===== src/humidity_link_pkg.sv =====
// Constants, commands and states of the humidity sensor link controller.
// Assumes a 125 MHz system clock and an open-drain data line with a pull-up.
// Overview of operation
// - No command before 11 ms after power-up.
// - Data changes after falling edge, sampled rising.
// - Data stable while clock is high.
// - Controller only pulls data low, else releases.
// - Frame start: fall, clock pulse, rise.
// - Word is address 000 then command, MSB first.
// - Command codes for measure, status, reset.
// - Soft reset, then wait 11 ms.
// - Clock resumes only after data-ready low.
// - Two bytes, checksum, each acknowledged low.
// - Acknowledge high after low byte skips checksum.
// - Keep measuring below ten percent duty.
// - Connection reset: nine clocks, then frame start.
package humidity_link_pkg;
  localparam int          CLK_HZ       = 125_000_000;
  localparam int          T_POWERUP_MS = 11;
  localparam int          POWERUP_CYC  = T_POWERUP_MS * (CLK_HZ / 1000);
  localparam int          T_QUARTER_NS = 250;
  localparam int          QUARTER_CYC  = (T_QUARTER_NS * (CLK_HZ / 1_000_000) + 999) / 1000;
  localparam int          COOL_FACTOR  = 9;
  localparam int          RST_CLOCKS   = 9;
  localparam int          ADDR_BITS    = 3;
  localparam int          ACK_SLOT     = 8;
  localparam int          MEAS_BYTES   = 3;
  localparam int          STAT_BYTES   = 2;
  localparam logic [2:0]  DEV_ADDR     = 3'h0;
  localparam logic [4:0]  CMD_MEAS_T   = 5'h03;
  localparam logic [4:0]  CMD_MEAS_RH  = 5'h05;
  localparam logic [4:0]  CMD_STAT_RD  = 5'h07;
  localparam logic [4:0]  CMD_STAT_WR  = 5'h06;
  localparam logic [4:0]  CMD_SOFT_RST = 5'h1e;
  localparam logic [7:0]  CRC_POLY     = 8'h31;
  localparam logic [7:0]  CRC_INIT     = 8'h00;

  typedef enum logic [3:0] {
    st_power,
    st_idle,
    st_rst_clk,
    st_ts,
    st_send,
    st_wait_rdy,
    st_read,
    st_hold,
    st_cool
  } state_t;
endpackage : humidity_link_pkg


===== src/humidity_host.sv =====
// Controller that drives the humidity sensor link: clock out, open-drain data.
// Assumes an external pull-up on the data line and a user that waits for cmd_ready.
`timescale 1ns/100ps
module humidity_host #(
  parameter int POWERUP_CYCLES = humidity_link_pkg::POWERUP_CYC,
  parameter int QUARTER        = humidity_link_pkg::QUARTER_CYC
) (
  input  wire logic        clk_sys,
  input  wire logic        arst_n,
  input  wire logic        cmd_valid,
  input  wire logic [4:0]  cmd_code,
  input  wire logic [7:0]  wr_data,
  input  wire logic        skip_crc,
  input  wire logic        link_reset,
  input  wire logic        sda_in,
  output logic             sck,
  output logic             sda_out,
  output logic             sda_oe_n,
  output logic             cmd_ready,
  output logic             done,
  output logic [15:0]      result,
  output logic             crc_ok,
  output logic             ack_err
);
  localparam int QW = $clog2(QUARTER + 1);

  humidity_link_pkg::state_t st;
  logic [QW-1:0] qcnt;
  logic          tick;
  logic          sda_s1;
  logic          sda_s2;
  logic [1:0]    ph;
  logic [2:0]    ts_step;
  logic [3:0]    bit_cnt;
  logic [1:0]    byte_cnt;
  logic [1:0]    last_idx;
  logic [7:0]    shreg;
  logic [7:0]    rx;
  logic [7:0]    crc;
  logic [4:0]    cmd;
  logic [7:0]    wdata;
  logic [31:0]   wait_cnt;
  logic [31:0]   meas_cnt;
  logic          cmd_pend;
  logic          wr_pend;
  logic          need_rst;
  logic          seen_high;
  logic          skip;
  logic          is_meas;
  logic          booted;
  logic          end_early;

  function automatic logic [7:0] crc_next(input logic [7:0] c, input logic b);
    crc_next = {c[6:0], 1'b0} ^ ((c[7] ^ b) ? humidity_link_pkg::CRC_POLY : 8'h00);
  endfunction : crc_next

  // Two flip-flops bring the data pin into the clock domain.
  always_ff @(posedge clk_sys or negedge arst_n) begin
    if (!arst_n) begin
      sda_s1 <= 1'b1;
      sda_s2 <= 1'b1;
    end else begin
      sda_s1 <= sda_in;
      sda_s2 <= sda_s1;
    end
  end

  // Quarter-period time base for the serial clock.
  always_ff @(posedge clk_sys or negedge arst_n) begin
    if (!arst_n) begin
      qcnt <= '0;
    end else if (tick) begin
      qcnt <= '0;
    end else begin
      qcnt <= qcnt + 1'b1;
    end
  end

  assign tick      = (qcnt == QW'(QUARTER - 1));
  assign end_early = skip && (byte_cnt == last_idx - 2'h1);

  always_ff @(posedge clk_sys or negedge arst_n) begin
    if (!arst_n) begin
      sda_out <= 1'b0;
    end else begin
      sda_out <= 1'b0;
    end
  end

  always_ff @(posedge clk_sys or negedge arst_n) begin
    if (!arst_n) begin
      st        <= humidity_link_pkg::st_power;
      sck       <= 1'b0;
      sda_oe_n  <= 1'b1;
      cmd_ready <= 1'b0;
      done      <= 1'b0;
      result    <= 16'h0000;
      crc_ok    <= 1'b0;
      ack_err   <= 1'b0;
      ph        <= 2'h0;
      ts_step   <= 3'h0;
      bit_cnt   <= 4'h0;
      byte_cnt  <= 2'h0;
      last_idx  <= 2'h0;
      shreg     <= 8'h00;
      rx        <= 8'h00;
      crc       <= humidity_link_pkg::CRC_INIT;
      cmd       <= 5'h00;
      wdata     <= 8'h00;
      wait_cnt  <= 32'h0000_0000;
      meas_cnt  <= 32'h0000_0000;
      cmd_pend  <= 1'b0;
      wr_pend   <= 1'b0;
      need_rst  <= 1'b0;
      seen_high <= 1'b0;
      skip      <= 1'b0;
      is_meas   <= 1'b0;
      booted    <= 1'b0;
    end else begin
      done <= 1'b0;
      case (st)
        humidity_link_pkg::st_power: begin
          wait_cnt <= wait_cnt + 32'h0000_0001;
          if (wait_cnt == 32'(POWERUP_CYCLES - 1)) begin
            st        <= humidity_link_pkg::st_idle;
            cmd_ready <= 1'b1;
            booted    <= 1'b1;
          end
        end
        humidity_link_pkg::st_idle: begin
          ph      <= 2'h0;
          bit_cnt <= 4'h0;
          ts_step <= 3'h0;
          if (cmd_valid || link_reset) begin
            cmd_ready <= 1'b0;
            cmd_pend  <= cmd_valid;
            cmd       <= cmd_code;
            wdata     <= wr_data;
            skip      <= skip_crc;
            crc_ok    <= 1'b0;
            ack_err   <= 1'b0;
            st <= (link_reset || need_rst) ? humidity_link_pkg::st_rst_clk
                                           : humidity_link_pkg::st_ts;
          end
        end
        humidity_link_pkg::st_rst_clk: begin
          if (tick) begin
            ph <= ph + 2'h1;
            if (ph == 2'h1) begin
              sck <= 1'b1;
            end
            if (ph == 2'h3) begin
              sck     <= 1'b0;
              bit_cnt <= bit_cnt + 4'h1;
              if (bit_cnt == 4'(humidity_link_pkg::RST_CLOCKS - 1)) begin
                bit_cnt  <= 4'h0;
                need_rst <= 1'b0;
                st       <= humidity_link_pkg::st_ts;
              end
            end
          end
        end
        humidity_link_pkg::st_ts: begin
          if (tick) begin
            ts_step <= ts_step + 3'h1;
            case (ts_step)
              3'h0: sck <= 1'b1;
              3'h1: sda_oe_n <= 1'b0;
              3'h2: sck <= 1'b0;
              3'h3: sck <= 1'b1;
              3'h4: sda_oe_n <= 1'b1;
              default: begin
                sck      <= 1'b0;
                ph       <= 2'h0;
                byte_cnt <= 2'h0;
                shreg    <= {humidity_link_pkg::DEV_ADDR, cmd};
                crc      <= humidity_link_pkg::CRC_INIT;
                wr_pend  <= (cmd == humidity_link_pkg::CMD_STAT_WR);
                if (cmd_pend) begin
                  st <= humidity_link_pkg::st_send;
                end else begin
                  st        <= humidity_link_pkg::st_idle;
                  cmd_ready <= 1'b1;
                  done      <= 1'b1;
                end
              end
            endcase
          end
        end
        humidity_link_pkg::st_send: begin
          if (tick) begin
            ph <= ph + 2'h1;
            case (ph)
              2'h0: sda_oe_n <= (bit_cnt == 4'(humidity_link_pkg::ACK_SLOT)) ? 1'b1 : shreg[7];
              2'h1: sck <= 1'b1;
              2'h2: sck <= 1'b1;
              default: begin
                sck <= 1'b0;
                if (bit_cnt != 4'(humidity_link_pkg::ACK_SLOT)) begin
                  crc     <= crc_next(crc, shreg[7]);
                  shreg   <= {shreg[6:0], 1'b0};
                  bit_cnt <= bit_cnt + 4'h1;
                end else begin
                  bit_cnt <= 4'h0;
                  if (sda_s2) begin
                    ack_err   <= 1'b1;
                    need_rst  <= 1'b1;
                    done      <= 1'b1;
                    cmd_ready <= 1'b1;
                    st        <= humidity_link_pkg::st_idle;
                  end else if (wr_pend) begin
                    wr_pend  <= 1'b0;
                    shreg    <= wdata;
                    byte_cnt <= 2'h1;
                  end else if (cmd == humidity_link_pkg::CMD_SOFT_RST) begin
                    wait_cnt <= 32'h0000_0000;
                    st       <= humidity_link_pkg::st_hold;
                  end else if (cmd == humidity_link_pkg::CMD_MEAS_T ||
                               cmd == humidity_link_pkg::CMD_MEAS_RH) begin
                    is_meas   <= 1'b1;
                    last_idx  <= 2'(humidity_link_pkg::MEAS_BYTES - 1);
                    seen_high <= 1'b0;
                    meas_cnt  <= 32'h0000_0000;
                    st        <= humidity_link_pkg::st_wait_rdy;
                  end else if (cmd == humidity_link_pkg::CMD_STAT_RD) begin
                    is_meas  <= 1'b0;
                    last_idx <= 2'(humidity_link_pkg::STAT_BYTES - 1);
                    byte_cnt <= 2'h0;
                    st       <= humidity_link_pkg::st_read;
                  end else begin
                    done      <= 1'b1;
                    cmd_ready <= 1'b1;
                    st        <= humidity_link_pkg::st_idle;
                  end
                end
              end
            endcase
          end
        end
        humidity_link_pkg::st_wait_rdy: begin
          meas_cnt <= meas_cnt + 32'h0000_0001;
          byte_cnt <= 2'h0;
          ph       <= 2'h0;
          if (sda_s2) begin
            seen_high <= 1'b1;
          end
          if (seen_high && !sda_s2) begin
            st <= humidity_link_pkg::st_read;
          end
        end
        humidity_link_pkg::st_read: begin
          if (tick) begin
            ph <= ph + 2'h1;
            case (ph)
              2'h0: sda_oe_n <= !(bit_cnt == 4'(humidity_link_pkg::ACK_SLOT) && !end_early);
              2'h1: sck <= 1'b1;
              2'h2: sck <= 1'b1;
              default: begin
                sck <= 1'b0;
                if (bit_cnt != 4'(humidity_link_pkg::ACK_SLOT)) begin
                  rx      <= {rx[6:0], sda_s2};
                  bit_cnt <= bit_cnt + 4'h1;
                  if (byte_cnt != last_idx) begin
                    crc <= crc_next(crc, sda_s2);
                  end
                end else begin
                  bit_cnt  <= 4'h0;
                  byte_cnt <= byte_cnt + 2'h1;
                  if (byte_cnt != last_idx) begin
                    result <= {result[7:0], rx};
                  end
                  if (byte_cnt == last_idx) begin
                    crc_ok <= (rx == crc);
                  end
                  if (end_early || byte_cnt == last_idx) begin
                    sda_oe_n <= 1'b1;
                    done     <= 1'b1;
                    if (is_meas) begin
                      wait_cnt <= 32'(meas_cnt * 32'(humidity_link_pkg::COOL_FACTOR));
                      st       <= humidity_link_pkg::st_cool;
                    end else begin
                      cmd_ready <= 1'b1;
                      st        <= humidity_link_pkg::st_idle;
                    end
                  end
                end
              end
            endcase
          end
        end
        humidity_link_pkg::st_hold: begin
          wait_cnt <= wait_cnt + 32'h0000_0001;
          if (wait_cnt == 32'(POWERUP_CYCLES - 1)) begin
            done      <= 1'b1;
            cmd_ready <= 1'b1;
            st        <= humidity_link_pkg::st_idle;
          end
        end
        humidity_link_pkg::st_cool: begin
          if (wait_cnt == 32'h0000_0000) begin
            cmd_ready <= 1'b1;
            st        <= humidity_link_pkg::st_idle;
          end else begin
            wait_cnt <= wait_cnt - 32'h0000_0001;
          end
        end
        default: st <= humidity_link_pkg::st_idle;
      endcase
    end
  end
endmodule : humidity_host


===== config.mk =====
export PLATFORM = sky130hd
export DESIGN_NAME = humidity_host
export DESIGN_NICKNAME = d
export VERILOG_FILES = /design/src/humidity_link_pkg.sv /design/src/humidity_host.sv
export SDC_FILE = /design/constraint.sdc
export NUM_CORES = 1
export LEC_CHECK = 0
export BUFFER_PORTS_ARGS = -buffer_cell sky130_fd_sc_hd__buf_2
export CORE_ASPECT_RATIO = 0.9
export CORE_MARGIN = 3
export CORE_UTILIZATION = 30
export CTS_CLUSTER_SIZE = 28
export DETAILED_ROUTE_END_ITERATION = 12
export PLACE_DENSITY = 0.47
export SLEW_MARGIN = 15
export SYNTH_ARGS = -nofsm -noshare
export SYNTH_HDL_FRONTEND = slang
export SYNTH_SLANG_ARGS = --single-unit

===== constraint.sdc =====
create_clock -name clk_sys -period 11.6 [get_ports clk_sys]
set_input_delay 2.32 -clock clk_sys [delete_from_list [all_inputs] [get_ports clk_sys]]
set_output_delay 2.32 -clock clk_sys [all_outputs]
set_load 0.01 [all_outputs]

Word level (Yosys, flattened, before mapping). Index checks and enable logic that the tools add are counted. Widths: inputs -> output; s select.

$add $sub $neg: 9. Multipliers: 1. Div/mod/pow operators: 0. $lt $le $gt $ge: 0. Equality and inequality tests: 79. Shift-type cells: 0. Multiplexer cells: 180. Bitwise operators: 9. Reduce and logical (&&, ||, !) cells: 58.

Operator list (number): $mux 32 (19); $mux 8 (16); $pmux 32 s4 (1); $mux 4 (25); $mux 1 (74); $ne 2x2->1 const B (35); $add 32x1->32 const B (2); $pmux 32 s2 (1); $ne 3x3->1 const B (13); $eq 32x21->1 const B (1); $logic_not 32->1 (1); $mul 32x4->32 const B (1); $mux 2 (16); $pmux 4 s8 (1); $sub 32x1->32 const B (1); $reduce_and 13->1 (2); $pmux 8 s3 (1); $reduce_and 8->1 (3); $reduce_and 7->1 (3); $reduce_and 19->1 (1); $mux 6 (3); $pmux 1 s2 (9); $reduce_and 9->1 (2); $reduce_and 17->1 (1); 53 further kinds (104).

Flip-flop bits (word level): 154. Latch bits: 0. RAM bits: 0. Bits in read-only memories: 0. Bits of input ports: 19. Memories kept: 0.

Longest topological paths before layout.
Word-level depth: 10. Depth in mapped cells: 15. Depth with buffers taken out: 13.

Worst setup path after synthesis. No wires, ideal clock.

Path type: in2reg. From: input port link_reset. To: register cmd[1]. Arrival: 3.773 ns. Required time: 11.475 ns. Setup slack: 7.703 ns. Stages on the path: 6. Buffers on the path: 1. Cells stage by stage: o31ai_1 -> a211oi_1 -> nand4_2 -> nor4_4 -> buf_6 -> mux2_2.

Word-level cells in the longest chain between the ends: 2.

RTL lines: start: declaration (line humidity_host.sv:14) `input wire logic link_reset,`; $logic_or 1x1->1 (line humidity_host.sv:134) `if (cmd_valid || link_reset) begin`; $reduce_and 2->1 (no line); end signal: assignment (line humidity_host.sv:137) `cmd <= cmd_code;`; end: declaration (line humidity_host.sv:40) `logic [4:0] cmd;`.

No other way between the ends. A chain may end at the register's enable or synchronous reset.

Worst setup path in the final report.
From: register st[1]. To: register wait_cnt[25].

Word-level cells in the longest chain between the ends: 4. Elaborated cells on any way between the ends: 21.

RTL lines: start: declaration (line humidity_host.sv:27) `humidity_link_pkg::state_t st;`; start signal: assignment (line humidity_host.sv:92) `st <= humidity_link_pkg::st_power;`; start signal: assignment (line humidity_host.sv:125) `st <= humidity_link_pkg::st_idle;`; start signal: assignment (line humidity_host.sv:142) `st <= (link_reset || need_rst) ? humidity_link_pkg::st_rst_clk`; $eq 4x3->1 / $logic_not 4->1 (equally long branches) (line humidity_host.sv:121) `case (st)`; $reduce_or 2->1 (no line); $reduce_bool 4->1 (no line); $reduce_and 13->1 (no line); end signal: assignment (line humidity_host.sv:123) `wait_cnt <= wait_cnt + 32'h0000_0001;`; end signal: assignment (line humidity_host.sv:279) `wait_cnt <= 32'(meas_cnt * 32'(humidity_link_pkg::COOL_FACTOR));`; end signal: assignment (line humidity_host.sv:292) `wait_cnt <= wait_cnt + 32'h0000_0001;`; end: declaration (line humidity_host.sv:42) `logic [31:0] wait_cnt;`.

Parallel ways exist; a longest one is shown, timed or not.

==> impl_metrics.toml <==
[synth]
yosys_warnings = 0
syn_inst = 1251
syn_avg_cell_area_sq_um = 8.86
ys_types = 77
ys_seq_area_share_pct = 34.6
postSynthNetCount = 1368
synth_edf_count = 0
synthDominantCellAreaShare_pct = 33.8
synthArstFlopShare_pct = 100
ys.flop_type = "dfrtp_1"
synth_top_area_cell = "dfrtp_1"
ys_ff_latch = 153
synth_area_leaders = "dfrtp_1 34%, ha_1 11%, nand2_1 4.4%"
syn_area_sq_um = 11100

[critical_path]
max_stage_delay_ns = 0.89
slowest_stage = "a221oi_1"
worst_path_most_repeated_cell = "nor2_1"
cp_max_fo = 34
cp-start-kind = "register"
cp.arrival_ns = 4.90
crit_type = "register to register"
worstPathRequired_ns = 11.93
cp-end-kind = "register"
crit_path_cell_trace = "nor2_1, nand3b_1, inv_1, buf_4, ha_1, a21oi_1, o21ai_0, nor2_1, o2111ai_1, a221oi_1, a21oi_1, xnor2_1, nor2_1, o31a_1"

[final_layout]
area_growth_pct = 11.3
drive_gt1_share_pct = 11.3
final_area_sq_um = 12300
antenna-diode-count = 0
layout_commonest_cell = "dfrtp_1"
nNetsFinal = 1382
fin_util_pct = 34.0
mostFrequentLayoutCells = "150 x dfrtp_1, 131 x nand2_1, 125 x nor2_1"

[drt]
route.detailed.drc = 0
wl_per_cell_um = 17.1
final_antenna_net_count = 0
vias = 9296
drt_iter0_drc = 688
wl_um = 30000
drtPass1Iterations = 5
avgViaCountPerCell = 5.30

[placed_design]
place_area_sq_um = 11700
gp_routability_congestion = 0.886
io_buffers = 40
dp_hpwl_um = 22100

[floorplan]
core_sq_um = 36300
ios = 42
initial_core_util_pct = 30.5
fp-row-count = 66
chipWidth_um = 209
die_area_sq_um = 39300
die_h_um = 188

[cts]
postCtsSetupBuffers = 0
hold_buffers = 0
clock_latency_ns = 0.45
cts_max_level = 4
cts_tree = "yes"
clock_sinks = 153
root_buffer = "clkbuf_16"
clk_path_buf_depth = 2
cts_resized = 0
numCtsBuffers = 17
path_clk_slew_ns = 0.07

[timing]
period_share_pct = 39.4
tightestPinTransition_ns = 1.09
fin_skew_ns = 0.0126
layout_min_cycle_time_ns = 4.57
maxSlewHeadroom_pct = 26.9
fmax_mhz = 219
setup_violations = 0
hold_viol = 0
slew_violations = 0
finalSetupTns_ns = 0
rsz0062_at_grt = "false"

[grt]
antenna_found_initial = 0
grt.total_usage_pct = 15.5
grt_max_degree = 74
grt_pass1_wl_um = 50000
grt_pass1_vias = 9226
overflow = 0

[flow_run]
drv_cap = 0

[pwr]
finalPower_mw = 2.00
p_leak_nw = 5.83
ir_drop_uv = 125
power_density_nw_per_um2 = 162

[outcome]
status = "finished clean"

[worst_hold_path]
hp-class = "register to register"
## metrics by stage
| stage | cells | hold WS [ns] | setup WS (ns) |
|---|---|---|---|
| 4_1_cts | 1754 | 0.360 | 7.10 |
| 3_5_place_dp | 1722 | 0.350 | 7.09 |
| 6_report | 1754 | 0.358 | 7.03 |
| 3_3_place_gp | 1722 | 0.349 | 7.12 |
| 2_1_floorplan | 1251 | 0.345 | 7.70 |
| 5_1_grt | 1754 | 0.370 | 6.73 |
## cells by family (layout without fill, tap and decap cells)
kind of cell,Yosys count,in the layout,share of synthesized area (%)
compound gates,340,340,19.8
xor+xnor,87,87,6.87
fa+ha+maj,98,98,11.2
buf+inv,80,107,3.09
flops,153,153,34.6
mux,48,48,4.80
other cells,1,1,0.0338
simple gates,444,444,19.7
## critical path, delay by kind of cell, from the launching register on
family | cells | cell delay, ns
AO/OA/AOI/OAI | 6 | 1.97
flip-flops | 1 | 0.70
AND/OR/NAND/NOR | 4 | 0.66
buffers and inverters | 2 | 0.48
adder cells (fa/ha/maj) | 1 | 0.44
XOR/XNOR | 1 | 0.18
## area by class of cell
cell class,instances,area [sq um]
Inverter,24,90.1
Multi-Input combinational cell,1018,6910
Sequential cell,153,3830
Clock buffer,18,439
Tap cell,476,596
Timing Repair Buffer,51,289
Fill cell,3786,24000
Clock inverter,14,185
## routing by layer
layer | up-vias | track usage (%) | share of wire, %
li1 | 4618 | - | -
met1 | 4511 | 23.2 | 52
met2 | 141 | 23.3 | 44
met3 | 26 | 2.66 | 2.8
met4 | 0 | 3.63 | 1.3
met5 | - | 0 | 0
## cells in the mapped netlist (9+ instances only)
cell and n:
xnor2_1 50, a211oi_1 9, xor2_1 37, a21oi_1 76, nor3_1 23, o31ai_1 15, ha_1 96, nand3_1 42
o21ai_0 90, clkbuf_1 42, nand2b_1 16, inv_1 24, nor2_1 125, and3_1 20, nand4_1 21, o21a_1 10
dfrtp_1 150, o211ai_1 13, nand2_1 131, a31oi_1 17, a21o_1 40, a221oi_1 18, mux2_2 39
## path summary, 6_finish.rpt
| check | startpoint | end | slack [ns] | cells after the start |
|---|---|---|---|---|
| max in group asynchronous | arst_n | last_idx[0] | 8.64 | 2 |
| setup reg to reg | st[1] | wait_cnt[25] | 7.03 | 14 |
| hold reg to reg | sda_s1 | sda_s2 | 0.36 | 0 |
| min in group asynchronous | arst_n | result[11] | 1.90 | 1 |
| setup / recovery | st[1] | wait_cnt[25] | 7.03 | 14 |
| hold / removal | sda_s1 | sda_s2 | 0.36 | 0 |
## state kept, by name, indices dropped and copies added (netlist names), 5 cells and up
register  flops
qcnt          6
shreg         8
cmd           5
crc           8
rx            8
result       16
wait_cnt     32
meas_cnt     32
wdata         8
## where the power goes
| group | internal [mW] | switching (mW) | total [mW] |
|---|---|---|---|
| sequential | 0.626 | 0.120 | 0.746 |
| combinational | 0.254 | 0.407 | 0.661 |
| clock | 0.332 | 0.264 | 0.597 |
Note: power is estimated with default switching activity, not from simulation.
